===== config.mk =====
export PLATFORM = sky130hd
export DESIGN_NAME = hpcs_top
export DESIGN_NICKNAME = d
export VERILOG_FILES = /design/src/inc/hpcs_pkg.sv /design/src/inc/hpcs_step_if.sv /design/src/core/hpcs_step_gen.sv /design/src/core/hpcs_top.sv
export SDC_FILE = /design/constraint.sdc
export NUM_CORES = 1
export LEC_CHECK = 0
export BUFFER_PORTS_ARGS = -buffer_cell sky130_fd_sc_hd__buf_2
export CORE_AREA = 2 2 88 90
export DETAILED_ROUTE_END_ITERATION = 16
export DIE_AREA = 0 0 90 92
export PLACE_DENSITY = 0.77
export SETUP_SLACK_MARGIN = 0.2
export SLEW_MARGIN = 20
export SYNTH_ARGS = -nofsm -noshare
export SYNTH_HDL_FRONTEND = slang
export SYNTH_SLANG_ARGS = --single-unit

===== constraint.sdc =====
create_clock -name clk_sys -period 1.3 [get_ports clk_sys]
set_input_delay 0.195 -clock clk_sys [delete_from_list [all_inputs] [get_ports clk_sys]]
set_output_delay 0.195 -clock clk_sys [all_outputs]
set_load 0.1 [all_outputs]

===== src/inc/hpcs_pkg.sv =====
// Shared constants for the host pin control and status block.
package hpcs_pkg;

  // Number of synthesis loops and of clock outputs.
  localparam int HPCS_NUM_LOOPS = 4;
  localparam int HPCS_NUM_OUTS = 8;
  localparam int HPCS_STEP_W = 16;

  // Input synchroniser depth, fixed at three stages.
  localparam int HPCS_SYNC_STAGES = 3;

  // Positions of the host-facing pins in the synchroniser vector.
  localparam int HPCS_PIN_RST = 0;
  localparam int HPCS_PIN_IFSEL = 1;
  localparam int HPCS_PIN_SELN = 2;
  localparam int HPCS_PIN_SCLK = 3;
  localparam int HPCS_PIN_A1 = 4;
  localparam int HPCS_PIN_OE0 = 5;
  localparam int HPCS_PIN_OE1 = 6;
  localparam int HPCS_PIN_LSEL0 = 7;
  localparam int HPCS_PIN_LSEL1 = 8;
  localparam int HPCS_PIN_UP = 9;
  localparam int HPCS_PIN_DN = 10;
  localparam int HPCS_NUM_PINS = 11;

  // Value every synchroniser stage takes under the asynchronous reset.
  localparam logic [HPCS_NUM_PINS-1:0] HPCS_PIN_RST_VAL = 11'h000;

  // Configuration defaults loaded at reset.
  localparam logic [HPCS_NUM_OUTS-1:0] HPCS_OE0_MASK_RST = 8'hff;
  localparam logic [HPCS_NUM_OUTS-1:0] HPCS_OE1_MASK_RST = 8'h00;
  localparam logic [HPCS_STEP_W-1:0] HPCS_STEP_SIZE_RST = 16'h0001;
  localparam logic HPCS_FOUR_WIRE_RST = 1'b1;
  localparam logic HPCS_IO_VDD_SEL_RST = 1'b0;

endpackage : hpcs_pkg


===== src/inc/hpcs_step_if.sv =====
// Carrier between the pin logic and the frequency step generator.
`timescale 1ns/1ps
interface hpcs_step_if #(
  parameter int NL = 4
);
  logic soft_rst;
  logic up_lvl;
  logic down_lvl;
  logic [1:0] sel;
  logic [NL-1:0] step_up;
  logic [NL-1:0] step_down;

  modport pins (output soft_rst, output up_lvl, output down_lvl, output sel,
                input step_up, input step_down);
  modport gen (input soft_rst, input up_lvl, input down_lvl, input sel,
               output step_up, output step_down);
endinterface : hpcs_step_if


===== src/core/hpcs_step_gen.sv =====
// Frequency step generator: one step pulse per rising pin edge, none when both pins rise together.
`timescale 1ns/1ps
module hpcs_step_gen
  import hpcs_pkg::*;
#(
  parameter int NL = HPCS_NUM_LOOPS
) (
  // Clock and reset
  input wire logic clk_sys,
  input wire logic arst_n,
  // Pin side carrier
  hpcs_step_if.gen sif
);

  logic up_prev_q;
  logic down_prev_q;
  logic up_rise;
  logic down_rise;

  // Previous levels; a held level never produces a second edge.
  always_ff @(posedge clk_sys or negedge arst_n) begin
    if (!arst_n) begin
      up_prev_q <= 1'b0;
      down_prev_q <= 1'b0;
    end else begin
      up_prev_q <= sif.up_lvl;
      down_prev_q <= sif.down_lvl;
    end
  end

  // Edges that land together cancel, since the net frequency change is nil.
  assign up_rise = sif.up_lvl & ~up_prev_q & ~(sif.down_lvl & ~down_prev_q);
  assign down_rise = sif.down_lvl & ~down_prev_q & ~(sif.up_lvl & ~up_prev_q);

  // Route each edge only to the loop named by the select pins.
  for (genvar k = 0; k < NL; k++) begin : g_loop
    always_ff @(posedge clk_sys or negedge arst_n) begin
      if (!arst_n) begin
        sif.step_up[k] <= 1'b0;
        sif.step_down[k] <= 1'b0;
      end else if (sif.soft_rst) begin
        sif.step_up[k] <= 1'b0;
        sif.step_down[k] <= 1'b0;
      end else begin
        sif.step_up[k] <= up_rise && (32'(sif.sel) == k);
        sif.step_down[k] <= down_rise && (32'(sif.sel) == k);
      end
    end
  end
endmodule : hpcs_step_gen


===== src/core/hpcs_top.sv =====
// Host pin control and status logic of a multi-loop clock generator.
`timescale 1ns/1ps
module hpcs_top
  import hpcs_pkg::*;
#(
  parameter int NL = HPCS_NUM_LOOPS,
  parameter int NO = HPCS_NUM_OUTS,
  parameter int SW = HPCS_STEP_W
) (
  // Clock and reset
  input wire logic clk_sys,
  input wire logic arst_n,
  // Host serial pins
  input wire logic device_reset_n,
  input wire logic iface_sel,
  input wire logic select_n,
  input wire logic serial_clk,
  input wire logic addr_strap_one,
  output logic serial_read_out,
  output logic serial_read_out_oe,
  // Board control and status pins
  input wire logic out_en_zero_n,
  input wire logic out_en_one_n,
  input wire logic [1:0] loop_select,
  input wire logic freq_step_up,
  input wire logic freq_step_down,
  output logic irq_out_n,
  output logic unlocked_loop_a_n,
  output logic unlocked_loop_b_n,
  output logic unlocked_loop_c_n,
  output logic unlocked_loop_d_n,
  output logic ref_signal_lost_n,
  // Configuration from the device core
  input wire logic cfg_wr,
  input wire logic [NO-1:0] cfg_oe0_mask,
  input wire logic [NO-1:0] cfg_oe1_mask,
  input wire logic [SW-1:0] cfg_step_size,
  input wire logic cfg_four_wire,
  input wire logic cfg_io_vdd_sel,
  // Events and status from the device core
  input wire logic spi_read_bit,
  input wire logic spi_read_active,
  input wire logic status_event,
  input wire logic irq_clear,
  input wire logic [NL-1:0] loop_locked,
  input wire logic ref_xtal_fail,
  input wire logic ref_input_lost,
  // Results to the device core
  output logic core_in_reset,
  output logic i2c_mode,
  output logic [1:0] bus_addr_straps,
  output logic spi_selected,
  output logic serial_clk_level,
  output logic read_level_sel,
  output logic [NO-1:0] clk_out_en,
  output logic [NL-1:0] loop_step_up,
  output logic [NL-1:0] loop_step_down,
  output logic [SW-1:0] step_size
);

  logic [HPCS_NUM_PINS-1:0] pin_raw;
  logic [HPCS_NUM_PINS-1:0] pin_s1_q;
  logic [HPCS_NUM_PINS-1:0] pin_s2_q;
  logic [HPCS_NUM_PINS-1:0] pin_s3_q;
  logic [HPCS_NUM_PINS-1:0] pin_q;
  logic soft_rst;
  logic [NO-1:0] oe0_mask_q;
  logic [NO-1:0] oe1_mask_q;
  logic [SW-1:0] step_size_q;
  logic four_wire_q;
  logic io_vdd_sel_q;
  logic [NL-1:0] locked_q;
  logic irq_n_q;
  logic ref_lost_n_q;
  logic i2c_q;
  logic spi_sel_q;
  logic [1:0] addr_q;
  logic sclk_q;
  logic rd_out_q;
  logic rd_oe_q;
  logic rd_lvl_q;
  logic [NO-1:0] clk_en_q;
  logic rst_q;

  hpcs_step_if #(.NL(NL)) sif ();

  // Gather pins into one vector so a single loop builds all synchronisers.
  assign pin_raw[HPCS_PIN_RST] = device_reset_n;
  assign pin_raw[HPCS_PIN_IFSEL] = iface_sel;
  assign pin_raw[HPCS_PIN_SELN] = select_n;
  assign pin_raw[HPCS_PIN_SCLK] = serial_clk;
  assign pin_raw[HPCS_PIN_A1] = addr_strap_one;
  assign pin_raw[HPCS_PIN_OE0] = out_en_zero_n;
  assign pin_raw[HPCS_PIN_OE1] = out_en_one_n;
  assign pin_raw[HPCS_PIN_LSEL0] = loop_select[0];
  assign pin_raw[HPCS_PIN_LSEL1] = loop_select[1];
  assign pin_raw[HPCS_PIN_UP] = freq_step_up;
  assign pin_raw[HPCS_PIN_DN] = freq_step_down;

  // Three-stage synchroniser; a change is accepted once stages two and three agree.
  for (genvar i = 0; i < HPCS_NUM_PINS; i++) begin : g_sync
    always_ff @(posedge clk_sys or negedge arst_n) begin
      if (!arst_n) begin
        pin_s1_q[i] <= HPCS_PIN_RST_VAL[i];
        pin_s2_q[i] <= HPCS_PIN_RST_VAL[i];
        pin_s3_q[i] <= HPCS_PIN_RST_VAL[i];
        pin_q[i] <= HPCS_PIN_RST_VAL[i];
      end else begin
        pin_s1_q[i] <= pin_raw[i];
        pin_s2_q[i] <= pin_s1_q[i];
        pin_s3_q[i] <= pin_s2_q[i];
        if (pin_s2_q[i] == pin_s3_q[i]) begin
          pin_q[i] <= pin_s3_q[i];
        end
      end
    end
  end

  assign soft_rst = ~pin_q[HPCS_PIN_RST];

  always_ff @(posedge clk_sys or negedge arst_n) begin
    if (!arst_n) begin
      rst_q <= 1'b1;
    end else begin
      rst_q <= soft_rst;
    end
  end

  // Configuration registers; the reset pin reloads them like a power-on.
  always_ff @(posedge clk_sys or negedge arst_n) begin
    if (!arst_n) begin
      oe0_mask_q <= HPCS_OE0_MASK_RST;
      oe1_mask_q <= HPCS_OE1_MASK_RST;
      step_size_q <= HPCS_STEP_SIZE_RST;
      four_wire_q <= HPCS_FOUR_WIRE_RST;
      io_vdd_sel_q <= HPCS_IO_VDD_SEL_RST;
    end else if (soft_rst) begin
      oe0_mask_q <= HPCS_OE0_MASK_RST;
      oe1_mask_q <= HPCS_OE1_MASK_RST;
      step_size_q <= HPCS_STEP_SIZE_RST;
      four_wire_q <= HPCS_FOUR_WIRE_RST;
      io_vdd_sel_q <= HPCS_IO_VDD_SEL_RST;
    end else if (cfg_wr) begin
      oe0_mask_q <= cfg_oe0_mask;
      oe1_mask_q <= cfg_oe1_mask;
      step_size_q <= cfg_step_size;
      four_wire_q <= cfg_four_wire;
      io_vdd_sel_q <= cfg_io_vdd_sel;
    end
  end

  // Host interface mode, address straps, chip select and serial clock.
  always_ff @(posedge clk_sys or negedge arst_n) begin
    if (!arst_n) begin
      i2c_q <= 1'b0;
      spi_sel_q <= 1'b0;
      addr_q <= 2'h0;
      sclk_q <= 1'b0;
    end else begin
      i2c_q <= pin_q[HPCS_PIN_IFSEL];
      spi_sel_q <= ~pin_q[HPCS_PIN_IFSEL] & ~pin_q[HPCS_PIN_SELN] & ~soft_rst;
      addr_q[0] <= pin_q[HPCS_PIN_IFSEL] & pin_q[HPCS_PIN_SELN];
      addr_q[1] <= pin_q[HPCS_PIN_IFSEL] & pin_q[HPCS_PIN_A1];
      sclk_q <= pin_q[HPCS_PIN_SCLK];
    end
  end

  // Shared pin driver; in I2C mode it is released so the strap can be read.
  // In 3-wire SPI the read data leaves on the data pin, so this pin stays off.
  always_ff @(posedge clk_sys or negedge arst_n) begin
    if (!arst_n) begin
      rd_oe_q <= 1'b0;
      rd_out_q <= 1'b0;
      rd_lvl_q <= 1'b0;
    end else begin
      rd_oe_q <= ~pin_q[HPCS_PIN_IFSEL] & four_wire_q & ~pin_q[HPCS_PIN_SELN]
                 & spi_read_active & ~soft_rst;
      rd_out_q <= spi_read_bit;
      rd_lvl_q <= io_vdd_sel_q;
    end
  end

  // Interrupt flag, held low until cleared; a new event beats the clear.
  always_ff @(posedge clk_sys or negedge arst_n) begin
    if (!arst_n) begin
      irq_n_q <= 1'b1;
    end else if (soft_rst) begin
      irq_n_q <= 1'b1;
    end else if (status_event) begin
      irq_n_q <= 1'b0;
    end else if (irq_clear) begin
      irq_n_q <= 1'b1;
    end
  end

  // Output enables: an output runs unless a pin that governs it is high.
  always_ff @(posedge clk_sys or negedge arst_n) begin
    if (!arst_n) begin
      clk_en_q <= '0;
    end else if (soft_rst) begin
      clk_en_q <= '0;
    end else begin
      clk_en_q <= ~(oe0_mask_q & {NO{pin_q[HPCS_PIN_OE0]}})
                & ~(oe1_mask_q & {NO{pin_q[HPCS_PIN_OE1]}});
    end
  end

  // Lock and reference status pins, registered to keep the pads glitch free.
  always_ff @(posedge clk_sys or negedge arst_n) begin
    if (!arst_n) begin
      locked_q <= '0;
      ref_lost_n_q <= 1'b0;
    end else begin
      locked_q <= loop_locked;
      ref_lost_n_q <= ~(ref_xtal_fail | ref_input_lost);
    end
  end

  // Step generator sees filtered pins only, so a bouncing pin cannot double-step.
  assign sif.soft_rst = soft_rst;
  assign sif.up_lvl = pin_q[HPCS_PIN_UP];
  assign sif.down_lvl = pin_q[HPCS_PIN_DN];
  assign sif.sel = {pin_q[HPCS_PIN_LSEL1], pin_q[HPCS_PIN_LSEL0]};

  hpcs_step_gen #(.NL(NL)) u_step (
    .clk_sys(clk_sys),
    .arst_n(arst_n),
    .sif(sif)
  );

  // Outputs, all straight from flip-flops.
  assign serial_read_out = rd_out_q;
  assign serial_read_out_oe = rd_oe_q;
  assign irq_out_n = irq_n_q;
  assign unlocked_loop_a_n = locked_q[0];
  assign unlocked_loop_b_n = locked_q[1];
  assign unlocked_loop_c_n = locked_q[2];
  assign unlocked_loop_d_n = locked_q[3];
  assign ref_signal_lost_n = ref_lost_n_q;
  assign core_in_reset = rst_q;
  assign i2c_mode = i2c_q;
  assign bus_addr_straps = addr_q;
  assign spi_selected = spi_sel_q;
  assign serial_clk_level = sclk_q;
  assign read_level_sel = rd_lvl_q;
  assign clk_out_en = clk_en_q;
  assign loop_step_up = sif.step_up;
  assign loop_step_down = sif.step_down;
  assign step_size = step_size_q;
endmodule : hpcs_top


==> impl_results.md <==
* RSZ-0062 raised after global routing: yes
* Post-route design area at 5570 um2
* Chip width at roughly 90 um
* Status: complete, but fails checks
* Max Slew Vio Count at 0
* Rows at 32
* Endpoints failing hold at 0
* Worst-case clock buffer depth at 2
* Drt drc at 0
* GP Congestion at 0.786
* Largest net degree at the start of global routing at 35
* Clk slew on worst S/H paths at about 0.10 ns
* Global Route Usage Sum at 19.3%
* CTS sink cnt at ~110
* Max_cap viols at 0
* Sequential power share at about 50%
* Combinational power share at a little under a quarter
* DP HPWL at 4.43 mm
* Post-DR vias/cell at about 4.8
* Count leader, synth: dfrtp_1
* Pwr Density at 1450 nW/um2
* CP max stage cell: dfstp_4
* CP Max Fanout at 2
* Post-synth EDFFs at 0
* Synth Area in XOR/XNOR at 0%
* Post-synthesis simple-gate area fraction at under 10%
* Type of origin of the critical path: flip-flop
* Synth Instances at roughly 230
* Mux share of post-synthesis cell area at roughly a tenth
* Area grow syn2layout at 53.0%
* Ys async rst share at 100%
* Failing checks: negative setup slack
* Net count, final at 430
* Netlist cell types at 21
* Die Footprint at between 8000 and 9000 um2
* Worst slew pin tran at about 0.38 ns
* Clock share of power at between 20% and 30%
* Post-placement cell area at around 4400 um2
* Grt met2 use at ~34%
* Critical Path RT at ~1.1 ns
* Port buffer count at around 100
* Register area share after synthesis at 76.7%
* Tot Pwr at around 8.1 mW
* Average cell area after synthesis at between 15 and 20 um2
* CTS buffer count at 9
* Crit Path Category: flip-flop to output pin
* Sw frac at between 30 and 40%
* Layout cells sized above 1 at between 40% and 50%
* Vias in the first global route at 2484
* Post-Syn Area at between 3000 and 4000 um2
* Final worst slack at -0.0743 ns
* Final WL at 7.46 mm
* CTS tree: done
* Global Route met3 Usage at roughly 3.7%
* Initial antenna violation count at 0
* H-tree depth reported by CTS at 3
* Drt wl/cell at between 15 and 20 um
* Root Driver: clkbuf_8
* FMAX at 728 MHz
* Global route hottest layer: met2
* Synth top area cells: dfrtp_1 (68%), mux2i_1 (9.3%), dfstp_2 (8.7%)
* Buf+Inv Stages, Crit Path at 1
* Initial core utilization at about half
* Max Clock Skew at between 0.009 and 0.01 ns
* Setup violators final at 2
* Most frequent cells after synthesis: dfrtp_1 (99), mux2i_1 (34), nor2_1 (26), dfstp_2 (12), maj3_1 (11)
* Height of the die at around 92 um
* Post-synth top area share at 68.0%
* TNS Setup at -0.140 ns
* CP Capture Type: output pin
* Worst vdd ir at slightly below 900 uV
* Worst hold path class: input pin to flip-flop
* Minimum hold slack at ~0.072 ns
* Relative slew slack at around three quarters
* Period utilization at 106%
* Later-pin clock latency in the skew report at 0.36 ns
* Leak pwr at 2.61 nW
* Diode count at 0
* Synth Flop Type: dfrtp_1
* P_sw at 2.45 mW
* Worst-path cell chain: buf_12
* Total congestion overflow at 0
* Synth Area in Adders at under 10%
* Drt pass-1 iters at 4
* Internal power at 5.65 mW
* Flops & latches, synth at 111
* Mapped Nets at between 200 and 300
* Worst path top cell family by delay: flip-flops
* Largest family of logic cells by synthesized area: multiplexers
* Vias at roughly 2300
* Crit-path max cell delay at approximately 0.65 ns
* Post-DRT Antenna Nets at 0
* Post-synthesis compound-gate area fraction at approximately 2%
* Post-synth top area cell: dfrtp_1
* DRT iter0 DRCs at around 130
* Post-layout minimum cycle time at 1.37 ns
* Met1 Usage GRT at 23.4%
* Ys Warns at 0
* Num ports at roughly 110
* CORE AREA at about 7400 um2
* First-pass GRT wire length at roughly 12 mm
* Arrival @ worst endpoint at about 1.2 ns
==> cell type report <==
type	count	area, um2
Sequential cell	111	2820
Fill cell	474	1880
Timing Repair Buffer	139	1590
Multi-Input combinational cell	110	793
Clock buffer	12	155
Tap cell	102	128
Clock inverter	4	77.6
Inverter	1	3.75
==> cells by family after synthesis <==
group | after synthesis
and+or+nand+nor | 56
adders and majority gates | 11
AOI/OAI and AO/OA | 9
muxes | 34
DFF | 111
buffers and inverters | 12
==> power by group through the flow <==
stage / clock (mW) / combinational, mW / sequential (mW)
floorplan: 0 / 0.277 / 4.70
global placement: 0 / 1.44 / 3.92
detailed placement: 0 / 1.46 / 3.94
CTS: 2.35 / 1.83 / 3.93
global route: 2.49 / 1.95 / 3.97
finish: 2.29 / 1.87 / 3.94
==> layer usage <==
| metal | wire, um | vias up | share of wire [%] |
|---|---|---|---|
| met5 | 0 | - | 0 |
| met4 | 144 | 0 | 1.9 |
| met3 | 250 | 11 | 3.4 |
| met2 | 4050 | 63 | 54 |
| met1 | 3020 | 1168 | 40 |
| li1 | - | 1068 | - |
==> tightest hold or removal path, cell delays in order <==
cell     delay (ns)
buf_2          0.08
mux2i_1        0.05
nand2_1        0.07
==> through the flow <==
| step | util, % | std cells | setup WS [ns] |
|---|---|---|---|
| finish | 74.8 | 479 | -0.0743 |
| CTS | 73.9 | 472 | -0.0869 |
| detailed placement | 59.2 | 436 | 0.154 |
| floorplan | - | 233 | 0.222 |
| global route | 74.8 | 479 | -0.112 |
| global placement | 59.2 | 436 | 0.267 |
==> worst paths after layout <==
check,from,end,slack (ns),cells after the start
worst max-delay path,step_size[0],step_size[0],-0.07,1
worst min-delay path,cfg_oe0_mask[0],oe0_mask_q[0],0.07,3
worst max register to register,pin_q[0],pin_q[0],0.24,2
worst min register to register,pin_s1_q[2],pin_s2_q[2],0.35,0
max in group asynchronous,arst_n,core_in_reset,0.47,3
min in group asynchronous,arst_n,serial_read_out,0.26,2
==> timing repair <==
| item | 4_1_cts | 5_1_grt |
|---|---|---|
| setup buffers | 0 | 7 |
| gates resized for setup | 177 | 2 |
| hold buffers | 20 | 0 |
| hold endpoints to repair | 75 | 0 |
| endpoints found under the setup margin | 49 | 54 |
==> flip-flops by register name, indices dropped and copies added (netlist names), 8 cells and up <==
register / flops
oe0_mask_q: 8
pin_s2_q: 11
oe1_mask_q: 8
clk_out_en: 8
step_size: 16
pin_s1_q: 11
pin_q: 9
pin_s3_q: 11
==> layout by cell type (no fill, tap or decap) <==
master          n
maj3_1         11
nor2_1         26
dfrtp_2        16
o21ai_0         1
nor3_1          8
and3_1          1
mux2i_1        34
and2_1          2
nor2b_1         2
clkinv_4        2
dlygate4sd3_1  20
buf_12         51
a221oi_1        6
buf_4          12
dfrtp_1        83
a221oi_2        2
dfstp_4         2
nand2b_1        2
inv_1           1
nand2_1        10
nand3_1         1
nand3b_1        2
clkbuf_1        1
nor3b_1         1
dfstp_2        10
clkbuf_8       11
or3b_1          1
buf_2          56
bufinv_16       2
(Power assumes the default switching activity.)
